File: src/verilog/dcp_pkg.sv
// Shared constants and types for the calibration-pattern DRAM link.
`default_nettype none
package dcp_pkg;
  typedef enum logic [2:0] {CMD_NOP, CMD_MRS, CMD_ACT, CMD_PRE,
                            CMD_RD, CMD_WR} dcp_cmd_t;
  localparam int NBANK = 8;
  localparam int BA_W = 3;
  localparam int ADDR_W = 13;
  localparam int DQ_W = 16;
  localparam int LANE_W = 8;
  localparam int BURST8 = 8;
  localparam int BURST4 = 4;
  // Mode register selection on the bank address during a mode write.
  localparam logic [2:0] MR_ZERO = 3'h0;
  localparam logic [2:0] MR_THREE = 3'h3;
  localparam int MR3_EN_BIT = 2;
  localparam int MR3_LOC_LSB = 0;
  localparam int MR0_BL_LSB = 0;
  localparam int A_AUTOCLOSE = 10;
  localparam int A_CHOP = 12;
  localparam int A_NIBBLE = 2;
  localparam int COL_W = 10;
  localparam logic [1:0] BL_FIXED8 = 2'h0;
  localparam logic [1:0] BL_ONFLY = 2'h1;
  localparam logic [1:0] BL_FIXED4 = 2'h2;
  localparam logic [1:0] LOC_PATTERN = 2'h0;
  localparam logic [2:0] NIBBLE_LO = 3'h0;
  localparam logic [2:0] NIBBLE_HI = 3'h4;
  // Position 0 is the least significant bit: pattern 0,1,0,1,0,1,0,1.
  localparam logic [7:0] PAT_CALIB = 8'haa;
  localparam logic [7:0] PAT_RESERVED = 8'h00;
  // Timing figures in nanoseconds and the clock they are counted on.
  localparam int CLK_NS = 40;
  localparam int T_RP_NS = 15;
  localparam int T_MRD_NS = 160;
  localparam int T_MOD_NS = 480;
  localparam int T_MPRR_NS = 40;
  localparam int WR_GAP_CYC = 8;
  localparam logic [7:0] RP_CYC = 8'((T_RP_NS + CLK_NS - 1) / CLK_NS);
  localparam logic [7:0] MRD_CYC = 8'((T_MRD_NS + CLK_NS - 1) / CLK_NS);
  localparam logic [7:0] MOD_CYC = 8'((T_MOD_NS + CLK_NS - 1) / CLK_NS);
  localparam logic [7:0] MPRR_CYC = 8'((T_MPRR_NS + CLK_NS - 1) / CLK_NS);
  // Controller register offsets and command word fields.
  localparam logic [7:0] REG_CMD = 8'h00;
  localparam logic [7:0] REG_STAT = 8'h04;
  localparam logic [7:0] REG_CAP = 8'h08;
  localparam int CW_OP_LSB = 0;
  localparam int CW_BA_LSB = 4;
  localparam int CW_ADDR_LSB = 16;
  localparam int ST_BUSY = 0;
  localparam int ST_ERR = 1;
  localparam int ST_MPR = 2;
  localparam int ST_OPEN_LSB = 8;
  typedef struct packed {
    logic vld;
    logic calibration_pattern_register;
    logic [1:0] loc;
    logic chop;
    logic [2:0] start;
    logic [2:0] ba;
    logic row0;
  } dcp_rd_t;
endpackage
`default_nettype wire

File: src/verilog/dcp_link_if.sv
// Command, address and read data link between controller and DRAM.
`timescale 1ns/1ns
`default_nettype none
interface dcp_link_if;
  dcp_pkg::dcp_cmd_t cmd;
  logic [dcp_pkg::BA_W-1:0] ba;
  logic [dcp_pkg::ADDR_W-1:0] addr;
  logic [dcp_pkg::DQ_W-1:0] wdata;
  logic [dcp_pkg::DQ_W-1:0] dq;
  logic dq_valid;
  logic dqs;
  modport dram (input cmd, ba, addr, wdata, output dq, dq_valid, dqs);
  modport ctrl (output cmd, ba, addr, wdata, input dq, dq_valid, dqs);
endinterface
`default_nettype wire

File: src/verilog/dcp_dram.sv
// DRAM end: mode registers, bank rows, array and calibration readout.
//
// The placing of the registers and the strobed register port were decided locally.
`timescale 1ns/1ns
`default_nettype none
module dcp_dram #(
  parameter int AL = 0,
  parameter int CL = 6,
  parameter int ROW_IDX_W = 1
) (
  input wire logic sys_clk_i,
  input wire logic sys_rst_i,
  input wire logic ce_i,
  dcp_link_if.dram link,
  output logic mpr_active_o,
  output logic [dcp_pkg::NBANK-1:0] bank_open_o,
  output logic cmd_err_o
);
  localparam int RL = AL + CL;
  localparam int DEPTH = RL - 1;
  localparam int MEM_AW = dcp_pkg::BA_W + ROW_IDX_W + 3;

  logic [1:0] bl_mode_r;
  logic [1:0] loc_r;
  logic [dcp_pkg::NBANK-1:0] ready;
  logic [dcp_pkg::NBANK-1:0] pre_load;
  logic [dcp_pkg::ADDR_W-1:0] row_r [dcp_pkg::NBANK];
  logic [dcp_pkg::DQ_W-1:0] mem_r [2**MEM_AW];
  dcp_pkg::dcp_rd_t pipe_r [DEPTH];
  dcp_pkg::dcp_rd_t rd_nxt;
  dcp_pkg::dcp_rd_t cur_r;
  logic [2:0] beat_r;
  logic [3:0] left_r;
  logic chop;
  logic rd_ok;
  logic wr_ok;
  logic act_ok;
  logic [2:0] ba;
  logic [dcp_pkg::COL_W-1:0] col;
  logic [7:0] pat;
  logic [2:0] pos;
  dcp_pkg::dcp_rd_t src;
  logic [2:0] beat;

  initial
  begin
    if (RL < 2) $error("dcp_dram needs additive plus column latency >= 2");
    // The read pipeline carries one row bit, so only one row bit can index.
    if (ROW_IDX_W != 1)
      $error("dcp_dram row index width must be 1");
  end

  assign ba = link.ba;
  // Address bit 12 is burst control only; the column is bits 9..0.
  assign col = link.addr[dcp_pkg::COL_W-1:0];

  always_comb
  begin
    case (bl_mode_r)
      dcp_pkg::BL_FIXED8: chop = 1'b0;
      dcp_pkg::BL_ONFLY: chop = ~link.addr[dcp_pkg::A_CHOP];
      dcp_pkg::BL_FIXED4: chop = 1'b1;
      default: chop = 1'b0;
    endcase
  end

  assign act_ok = ~mpr_active_o & ~bank_open_o[ba] & ready[ba];
  assign rd_ok = mpr_active_o | bank_open_o[ba];
  assign wr_ok = ~mpr_active_o & bank_open_o[ba];

  always_comb
  begin
    rd_nxt = '0;
    rd_nxt.vld = (link.cmd == dcp_pkg::CMD_RD) && rd_ok;
    rd_nxt.calibration_pattern_register = mpr_active_o;
    rd_nxt.loc = loc_r;
    rd_nxt.chop = chop;
    rd_nxt.ba = ba;
    rd_nxt.row0 = row_r[ba][0];
    if (mpr_active_o)
      rd_nxt.start = col[dcp_pkg::A_NIBBLE] ? dcp_pkg::NIBBLE_HI
                                            : dcp_pkg::NIBBLE_LO;
    else
      rd_nxt.start = col[2:0];
  end

  always_ff @(posedge sys_clk_i)
  begin
    if (sys_rst_i)
    begin
      mpr_active_o <= 1'b0;
      loc_r <= dcp_pkg::LOC_PATTERN;
      bl_mode_r <= dcp_pkg::BL_FIXED8;
    end
    else if (ce_i && link.cmd == dcp_pkg::CMD_MRS)
    begin
      if (ba == dcp_pkg::MR_THREE)
      begin
        mpr_active_o <= link.addr[dcp_pkg::MR3_EN_BIT];
        loc_r <= link.addr[dcp_pkg::MR3_LOC_LSB +: 2];
      end
      else if (ba == dcp_pkg::MR_ZERO)
        bl_mode_r <= link.addr[dcp_pkg::MR0_BL_LSB +: 2];
    end
  end

  // A precharge to an idle or closing bank simply reloads its timer.
  always_comb
  begin
    pre_load = '0;
    if (link.cmd == dcp_pkg::CMD_PRE)
    begin
      if (link.addr[dcp_pkg::A_AUTOCLOSE])
        pre_load = '1;
      else
        pre_load[ba] = 1'b1;
    end
    else if ((link.cmd == dcp_pkg::CMD_RD && !mpr_active_o && rd_ok)
             || (link.cmd == dcp_pkg::CMD_WR && wr_ok))
      pre_load[ba] = link.addr[dcp_pkg::A_AUTOCLOSE];
  end

  genvar g;
  generate
    for (g = 0; g < dcp_pkg::NBANK; g++)
    begin : g_bank
      dcp_timer #(.W(8)) u_rp (
        .sys_clk_i(sys_clk_i),
        .sys_rst_i(sys_rst_i),
        .ce_i(ce_i),
        .load_i(pre_load[g]),
        .load_val_i(dcp_pkg::RP_CYC),
        .done_o(ready[g])
      );
    end
  endgenerate

  always_ff @(posedge sys_clk_i)
  begin
    if (sys_rst_i)
      bank_open_o <= '0;
    else if (ce_i)
    begin
      if (link.cmd == dcp_pkg::CMD_ACT && act_ok)
        bank_open_o[ba] <= 1'b1;
      else
        bank_open_o <= bank_open_o & ~pre_load;
    end
  end

  always_ff @(posedge sys_clk_i)
  begin
    if (ce_i && link.cmd == dcp_pkg::CMD_ACT && act_ok)
      row_r[ba] <= link.addr;
  end

  always_ff @(posedge sys_clk_i)
  begin
    if (ce_i && link.cmd == dcp_pkg::CMD_WR && wr_ok)
      mem_r[{ba, row_r[ba][ROW_IDX_W-1:0], col[2:0]}] <= link.wdata;
  end

  always_ff @(posedge sys_clk_i)
  begin
    if (sys_rst_i)
      cmd_err_o <= 1'b0;
    else if (ce_i)
      cmd_err_o <= (link.cmd == dcp_pkg::CMD_ACT && !act_ok)
                   || (link.cmd == dcp_pkg::CMD_RD && !rd_ok)
                   || (link.cmd == dcp_pkg::CMD_WR && !wr_ok);
  end

  // The latency line lets reads overlap, as back-to-back bursts need.
  always_ff @(posedge sys_clk_i)
  begin
    if (sys_rst_i)
    begin
      for (int i = 0; i < DEPTH; i++)
        pipe_r[i] <= '0;
    end
    else if (ce_i)
    begin
      pipe_r[0] <= rd_nxt;
      for (int i = 1; i < DEPTH; i++)
        pipe_r[i] <= pipe_r[i-1];
    end
  end

  always_comb
  begin
    if (pipe_r[DEPTH-1].vld)
    begin
      src = pipe_r[DEPTH-1];
      beat = 3'h0;
    end
    else
    begin
      src = cur_r;
      beat = beat_r;
    end
    pos = src.start + beat;
    pat = (src.loc == dcp_pkg::LOC_PATTERN) ? dcp_pkg::PAT_CALIB
                                            : dcp_pkg::PAT_RESERVED;
  end

  always_ff @(posedge sys_clk_i)
  begin
    if (sys_rst_i)
    begin
      cur_r <= '0;
      beat_r <= 3'h0;
      left_r <= 4'h0;
    end
    else if (ce_i)
    begin
      if (pipe_r[DEPTH-1].vld)
      begin
        cur_r <= pipe_r[DEPTH-1];
        beat_r <= 3'h1;
        left_r <= pipe_r[DEPTH-1].chop ? 4'(dcp_pkg::BURST4 - 1)
                                       : 4'(dcp_pkg::BURST8 - 1);
      end
      else if (left_r != 4'h0)
      begin
        beat_r <= beat_r + 3'h1;
        left_r <= left_r - 4'h1;
      end
    end
  end

  always_ff @(posedge sys_clk_i)
  begin
    if (sys_rst_i)
    begin
      link.dq <= '0;
      link.dq_valid <= 1'b0;
      link.dqs <= 1'b0;
    end
    else if (ce_i)
    begin
      link.dq_valid <= pipe_r[DEPTH-1].vld || left_r != 4'h0;
      link.dqs <= (pipe_r[DEPTH-1].vld || left_r != 4'h0) & ~link.dqs;
      if (src.calibration_pattern_register)
        link.dq <= {dcp_pkg::DQ_W{pat[pos]}};
      else
        link.dq <= mem_r[{src.ba, ROW_IDX_W'(src.row0), pos}];
    end
  end
endmodule
`default_nettype wire

File: src/verilog/dcp_timer.sv
// Loadable countdown timer; done while the count is zero.
`timescale 1ns/1ns
`default_nettype none
module dcp_timer #(
  parameter int W = 8
) (
  input wire logic sys_clk_i,
  input wire logic sys_rst_i,
  input wire logic ce_i,
  input wire logic load_i,
  input wire logic [W-1:0] load_val_i,
  output logic done_o
);
  logic [W-1:0] cnt_r;

  initial
  begin
    if (W < 1) $error("dcp_timer width must be at least 1");
  end

  always_ff @(posedge sys_clk_i)
  begin
    if (sys_rst_i)
      cnt_r <= '0;
    else if (ce_i)
    begin
      if (load_i)
        cnt_r <= load_val_i;
      else if (cnt_r != '0)
        cnt_r <= cnt_r - 1'b1;
    end
  end

  assign done_o = (cnt_r == '0);
endmodule
`default_nettype wire

File: src/flat_wrapper.sv
// flat-port wrapper written by rule: the top's interface ports become plain ports
module dcp_dram_flat 
#(
  parameter int AL = 0,
  parameter int CL = 6,
  parameter int ROW_IDX_W = 1
)
  (sys_clk_i, sys_rst_i, ce_i, mpr_active_o, bank_open_o, cmd_err_o, link_cmd, link_ba, link_addr, link_wdata, link_dq, link_dq_valid, link_dqs);
  dcp_link_if link_i ();
  input wire logic sys_clk_i;
  input wire logic sys_rst_i;
  input wire logic ce_i;
  output logic mpr_active_o;
  output logic [dcp_pkg::NBANK-1:0] bank_open_o;
  output logic cmd_err_o;
  input wire logic [$bits(link_i.cmd)-1:0] link_cmd;
  input wire logic [$bits(link_i.ba)-1:0] link_ba;
  input wire logic [$bits(link_i.addr)-1:0] link_addr;
  input wire logic [$bits(link_i.wdata)-1:0] link_wdata;
  output wire logic [$bits(link_i.dq)-1:0] link_dq;
  output wire logic [$bits(link_i.dq_valid)-1:0] link_dq_valid;
  output wire logic [$bits(link_i.dqs)-1:0] link_dqs;
  assign link_i.cmd = link_cmd;
  assign link_i.ba = link_ba;
  assign link_i.addr = link_addr;
  assign link_i.wdata = link_wdata;
  assign link_dq = link_i.dq;
  assign link_dq_valid = link_i.dq_valid;
  assign link_dqs = link_i.dqs;
  dcp_dram #(.AL(AL), .CL(CL), .ROW_IDX_W(ROW_IDX_W)) u_core (.sys_clk_i(sys_clk_i), .sys_rst_i(sys_rst_i), .ce_i(ce_i), .link(link_i), .mpr_active_o(mpr_active_o), .bank_open_o(bank_open_o), .cmd_err_o(cmd_err_o));
endmodule
File: config.mk
export PLATFORM = sky130hd
export DESIGN_NAME = dcp_dram_flat
export DESIGN_NICKNAME = d
export VERILOG_FILES = /design/src/verilog/dcp_pkg.sv /design/src/verilog/dcp_link_if.sv /design/src/verilog/dcp_dram.sv /design/src/verilog/dcp_timer.sv /design/src/flat_wrapper.sv
export SDC_FILE = /design/constraint.sdc
export NUM_CORES = 2
export LEC_CHECK = 0
export ABC_AREA = 1
export BUFFER_PORTS_ARGS = -buffer_cell sky130_fd_sc_hd__clkbuf_2
export CORE_MARGIN = 2
export CORE_UTILIZATION = 55
export CTS_CLUSTER_SIZE = 30
export DETAILED_ROUTE_END_ITERATION = 8
export HOLD_SLACK_MARGIN = 0.06
export PLACE_DENSITY = 0.71
export SLEW_MARGIN = 30
export SYNTH_ARGS = -nofsm -noshare
export SYNTH_HDL_FRONTEND = slang
export SYNTH_SLANG_ARGS = --single-unit
File: constraint.sdc
create_clock -name sys_clk_i -period 4.06 [get_ports sys_clk_i]
set_input_delay 0.406 -clock sys_clk_i [delete_from_list [all_inputs] [get_ports sys_clk_i]]
set_output_delay 0.406 -clock sys_clk_i [all_outputs]
set_load 0.01 [all_outputs]
==> metrics.cfg <==
[global_routing]
grt_pass1_wl_um = 369400
use_met2 = 0.4516
grt_use_met3 = 0.05495
antenna_found_initial = 9
grt_use_met1 = 0.3911
grt_pass1_vias = 60558
grtUsageTotal = 0.2882
grt_remaining_overflow = 0
grt_start_max_net_pins = 130
grt-busiest-layer = met2

[critical_path]
worstPathRequired_ns = 4.83
setup.worst_path.start = u_core.pipe_r[0][59]
r2r_cells = 19
cp-start-kind = flip-flop
end_kind = flip-flop
crit_top_cell = nand3_1
worstReg2RegEnd = u_core.link.dq[3]
crit_path_cell_trace = o21ai_0 > buf_4 > ha_4 > inv_1 > fa_4 > buf_12 > buf_12 > buf_12 > nand3_1 > nand2_1 > nand3_1 > nand3_1 > nand3_1 > nand3_1 > nand3_1 > nand3_1 > nand2_1 > nand2_1 > nand2_1
cp.arrival_ns = 4.74
cp_max_fo = 42
ff2ff_setup_slack_ns = 0.09
worstReg2RegStart = u_core.pipe_r[0][59]
path_class = flip-flop to flip-flop
slowest_delay_ns = 0.90
cpMaxStageDelayCell = fa_4

[drt]
avgViaCountPerCell = 5.898
drcViolationCount = 0
wl_per_cell_um = 22.91
drt_iter0_drc = 8137
dr_total_vias = 64113
drt_wl_total_um = 249100
drt_first_pass_iters = 6
ant_nets = 0

[sta]
fin_ws_ns = 0.09304
final.min_clock_period_ns = 3.967
rsz0062_at_grt = yes
relSlewSlack = 0.3210
hold_violations = 0
fin_skew_ns = 0.04930
maxSlewViolCount = 0
max_freq_ghz = 0.2521
tightest_slew_ns = 1.018
setup_violations = 0
fin_crit_sh = 0.9771

[hold_path]
min_path_type = input pin to flip-flop
min_to = u_core.mem_r[118][3]
holdPathStages = 1
hp-start = link_wdata[3]

[cts]
cts_buffers = 212
cts_max_level = 4
clock-sinks = 2229
cts_tree = done
clkLatencyLatePin_ns = 0.87
clk_pin_slew_worst_paths_ns = 0.06
clockRootBuffer = clkbuf_16
cts_buffer_depth = 3

[pwr]
ir_worst_vdd_v = 0.0005868
powerDensity_nw_per_um2 = 545.0
power_mw = 57.05
p_leak_nw = 38.87

[placed_design]
gp_congestion = 0.8929
dpl_worst_slack_ns = 0.02651
hpwlAfterDp_um = 144900
port_buffers = 57

[yosys]
avgSynthCellArea_um2 = 11.12
synth_mux_area_frac = 0.0001083
synth_nets = 8372
synth_compound_area_frac = 0.02057
synth_top_area_cell = edfxtp_1
synthFlopType = edfxtp_1
synth_commonest_cells = nand2_1 (2822), edfxtp_1 (2116), nand3_1 (1595)
yosys.area_share.simple = 0.2277
async_flop_share = 0
synth_most_common_cell = nand2_1
syn_area_um2 = 92390
yosys.area.top_type_share = 0.6878
synthXorXnorAreaFrac = 0.004835
synth_cell_types = 42
synth_area_leaders = edfxtp_1 (69%), nand2_1 (11%), nand3_1 (8.6%), dfxtp_1 (2.4%), nor2_1 (1.6%)
synth_warnings = 0
synth_top_family_by_area = simple AND/OR/NAND/NOR gates
synthAdderAreaFrac = 0.003196
synth_edf_count = 2116
synth-seq-cells = 2229
postSynthCellCount = 8311
ys_seq_area_frac = 0.7123

[floorplan]
die_w_um = 413.9
io_pins = 66
die_y_um = 413.9
rows = 150
fp.coreArea_um2 = 167000
die_area_um2 = 171300
start_util = 0.5531

[cells_and_area]
areaGrowthSynthToFinish_pct = 13.31
finalNetCount = 8540
n_fill_cell = 12584
drive_gt1_frac = 0.09870

[job]
cap_violations = 0

[status]
status = finished clean

## registers in the layout, indices dropped and copies added (netlist names)
| signal | cells |
|---|---|
| u_core.left_r | 4 |
| u_core.link.dqs | 1 |
| u_core.row_r | 8 |
| u_core.link.dq_valid | 1 |
| u_core.cmd_err_o | 1 |
| u_core.mem_r | 2048 |
| u_core.cur_r | 10 |
| u_core.g_bank.u_rp.cnt_r | 64 |
| u_core.bank_open_o | 8 |
| u_core.mpr_active_o | 1 |
| u_core.loc_r | 2 |
| u_core.link.dq | 16 |
| u_core.bl_mode_r | 2 |
| u_core.beat_r | 3 |
| u_core.pipe_r | 60 |
## how the worst max path moves through the flow
stage	endpoint	depth (start not counted)	slack, ns
after floorplan	u_core.link.dq[13]	20	0.84
after global placement	u_core.link.dq[2]	19	0.03
after detailed placement	u_core.link.dq[7]	19	0.03
after CTS	u_core.link.dq[7]	19	0.04
after global routing	u_core.link.dq[8]	20	-0.04
final	u_core.link.dq[3]	19	0.09
## report_power, final
group | total (mW) | internal [mW] | switching [mW]
combinational | 11.3 | 3.70 | 7.62
clock | 19.9 | 11.2 | 8.66
sequential | 25.9 | 25.5 | 0.354
## cell type report
cell class	instances	area [um2]	share of cell area
clock inverters	142	1461	0.01396
well taps	2204	2758	0.02634
clock buffers	256	5564	0.05315
multi-input cells	5400	23900	0.2283
repair buffers	461	4492	0.04291
flip-flops and latches	2229	65800	0.6286
repair inverters	1	8.758	0.00008367
diodes	4	10.01	0.00009562
inverters	174	686.9	0.006562
## routing by layer
metal | wire, um | share of wire
met5 | 52 | 0.00021
met4 | 12170 | 0.049
met3 | 26310 | 0.11
met2 | 115800 | 0.47
met1 | 94700 | 0.38
## critical path, delay by kind of cell, from the launching register on
family | cells | cell delay [ns]
compound gates | 1 | 0.20
fa+ha+maj | 2 | 1.01
buf+inv | 5 | 0.71
flops | 1 | 0.45
simple gates | 11 | 1.46
## cells in the final DEF, fill, tap and decap left out, types with 12 or more instances in the layout
| cell | instances |
|---|---|
| inv_1 | 157 |
| a21oi_1 | 161 |
| nand2_2 | 18 |
| nand3_1 | 1572 |
| inv_2 | 12 |
| nor2_1 | 393 |
| buf_12 | 83 |
| xor2_1 | 39 |
| bufinv_16 | 22 |
| nand2_1 | 2822 |
| nand4_1 | 37 |
| clkbuf_2 | 41 |
| clkinv_2 | 50 |
| edfxtp_1 | 2116 |
| clkbuf_1 | 38 |
| and3_1 | 48 |
| dfxtp_1 | 113 |
| clkbuf_16 | 215 |
| ha_1 | 21 |
| dlygate4sd3_1 | 16 |
| nand3_2 | 31 |
| o21ai_0 | 172 |
| clkinv_1 | 50 |
| buf_4 | 315 |
| xnor2_1 | 12 |
## repair_timing
item	4_1_cts	5_1_grt
setup endpoints to repair	0	16
buffers inserted	0	4
endpoints found under the hold margin	49	4
resized for setup	0	26
hold buffers	15	1
## cells by family after synthesis
family / after synthesis
buffers and inverters: 682
xor gates and xnor gates: 51
DFF: 2229
adders and majority gates: 23
AOI/OAI and AO/OA: 367
and+or+nand+nor: 4958
muxes: 1
## per-stage QoR
step	cells	hold slack [ns]	cell area [um2]	utilization	setup TNS, ns
floorplan	8311	0.4231	92390	-	0
global placement	10447	0.4504	97250	0.5822	0
detailed placement	10447	0.4563	97260	0.5823	0
CTS	10860	0.08745	104400	0.6252	0
global route	10868	0.1062	104700	0.6267	-0.08128
finish	10871	0.1094	104700	0.6267	0
(Power assumes the default switching activity.)
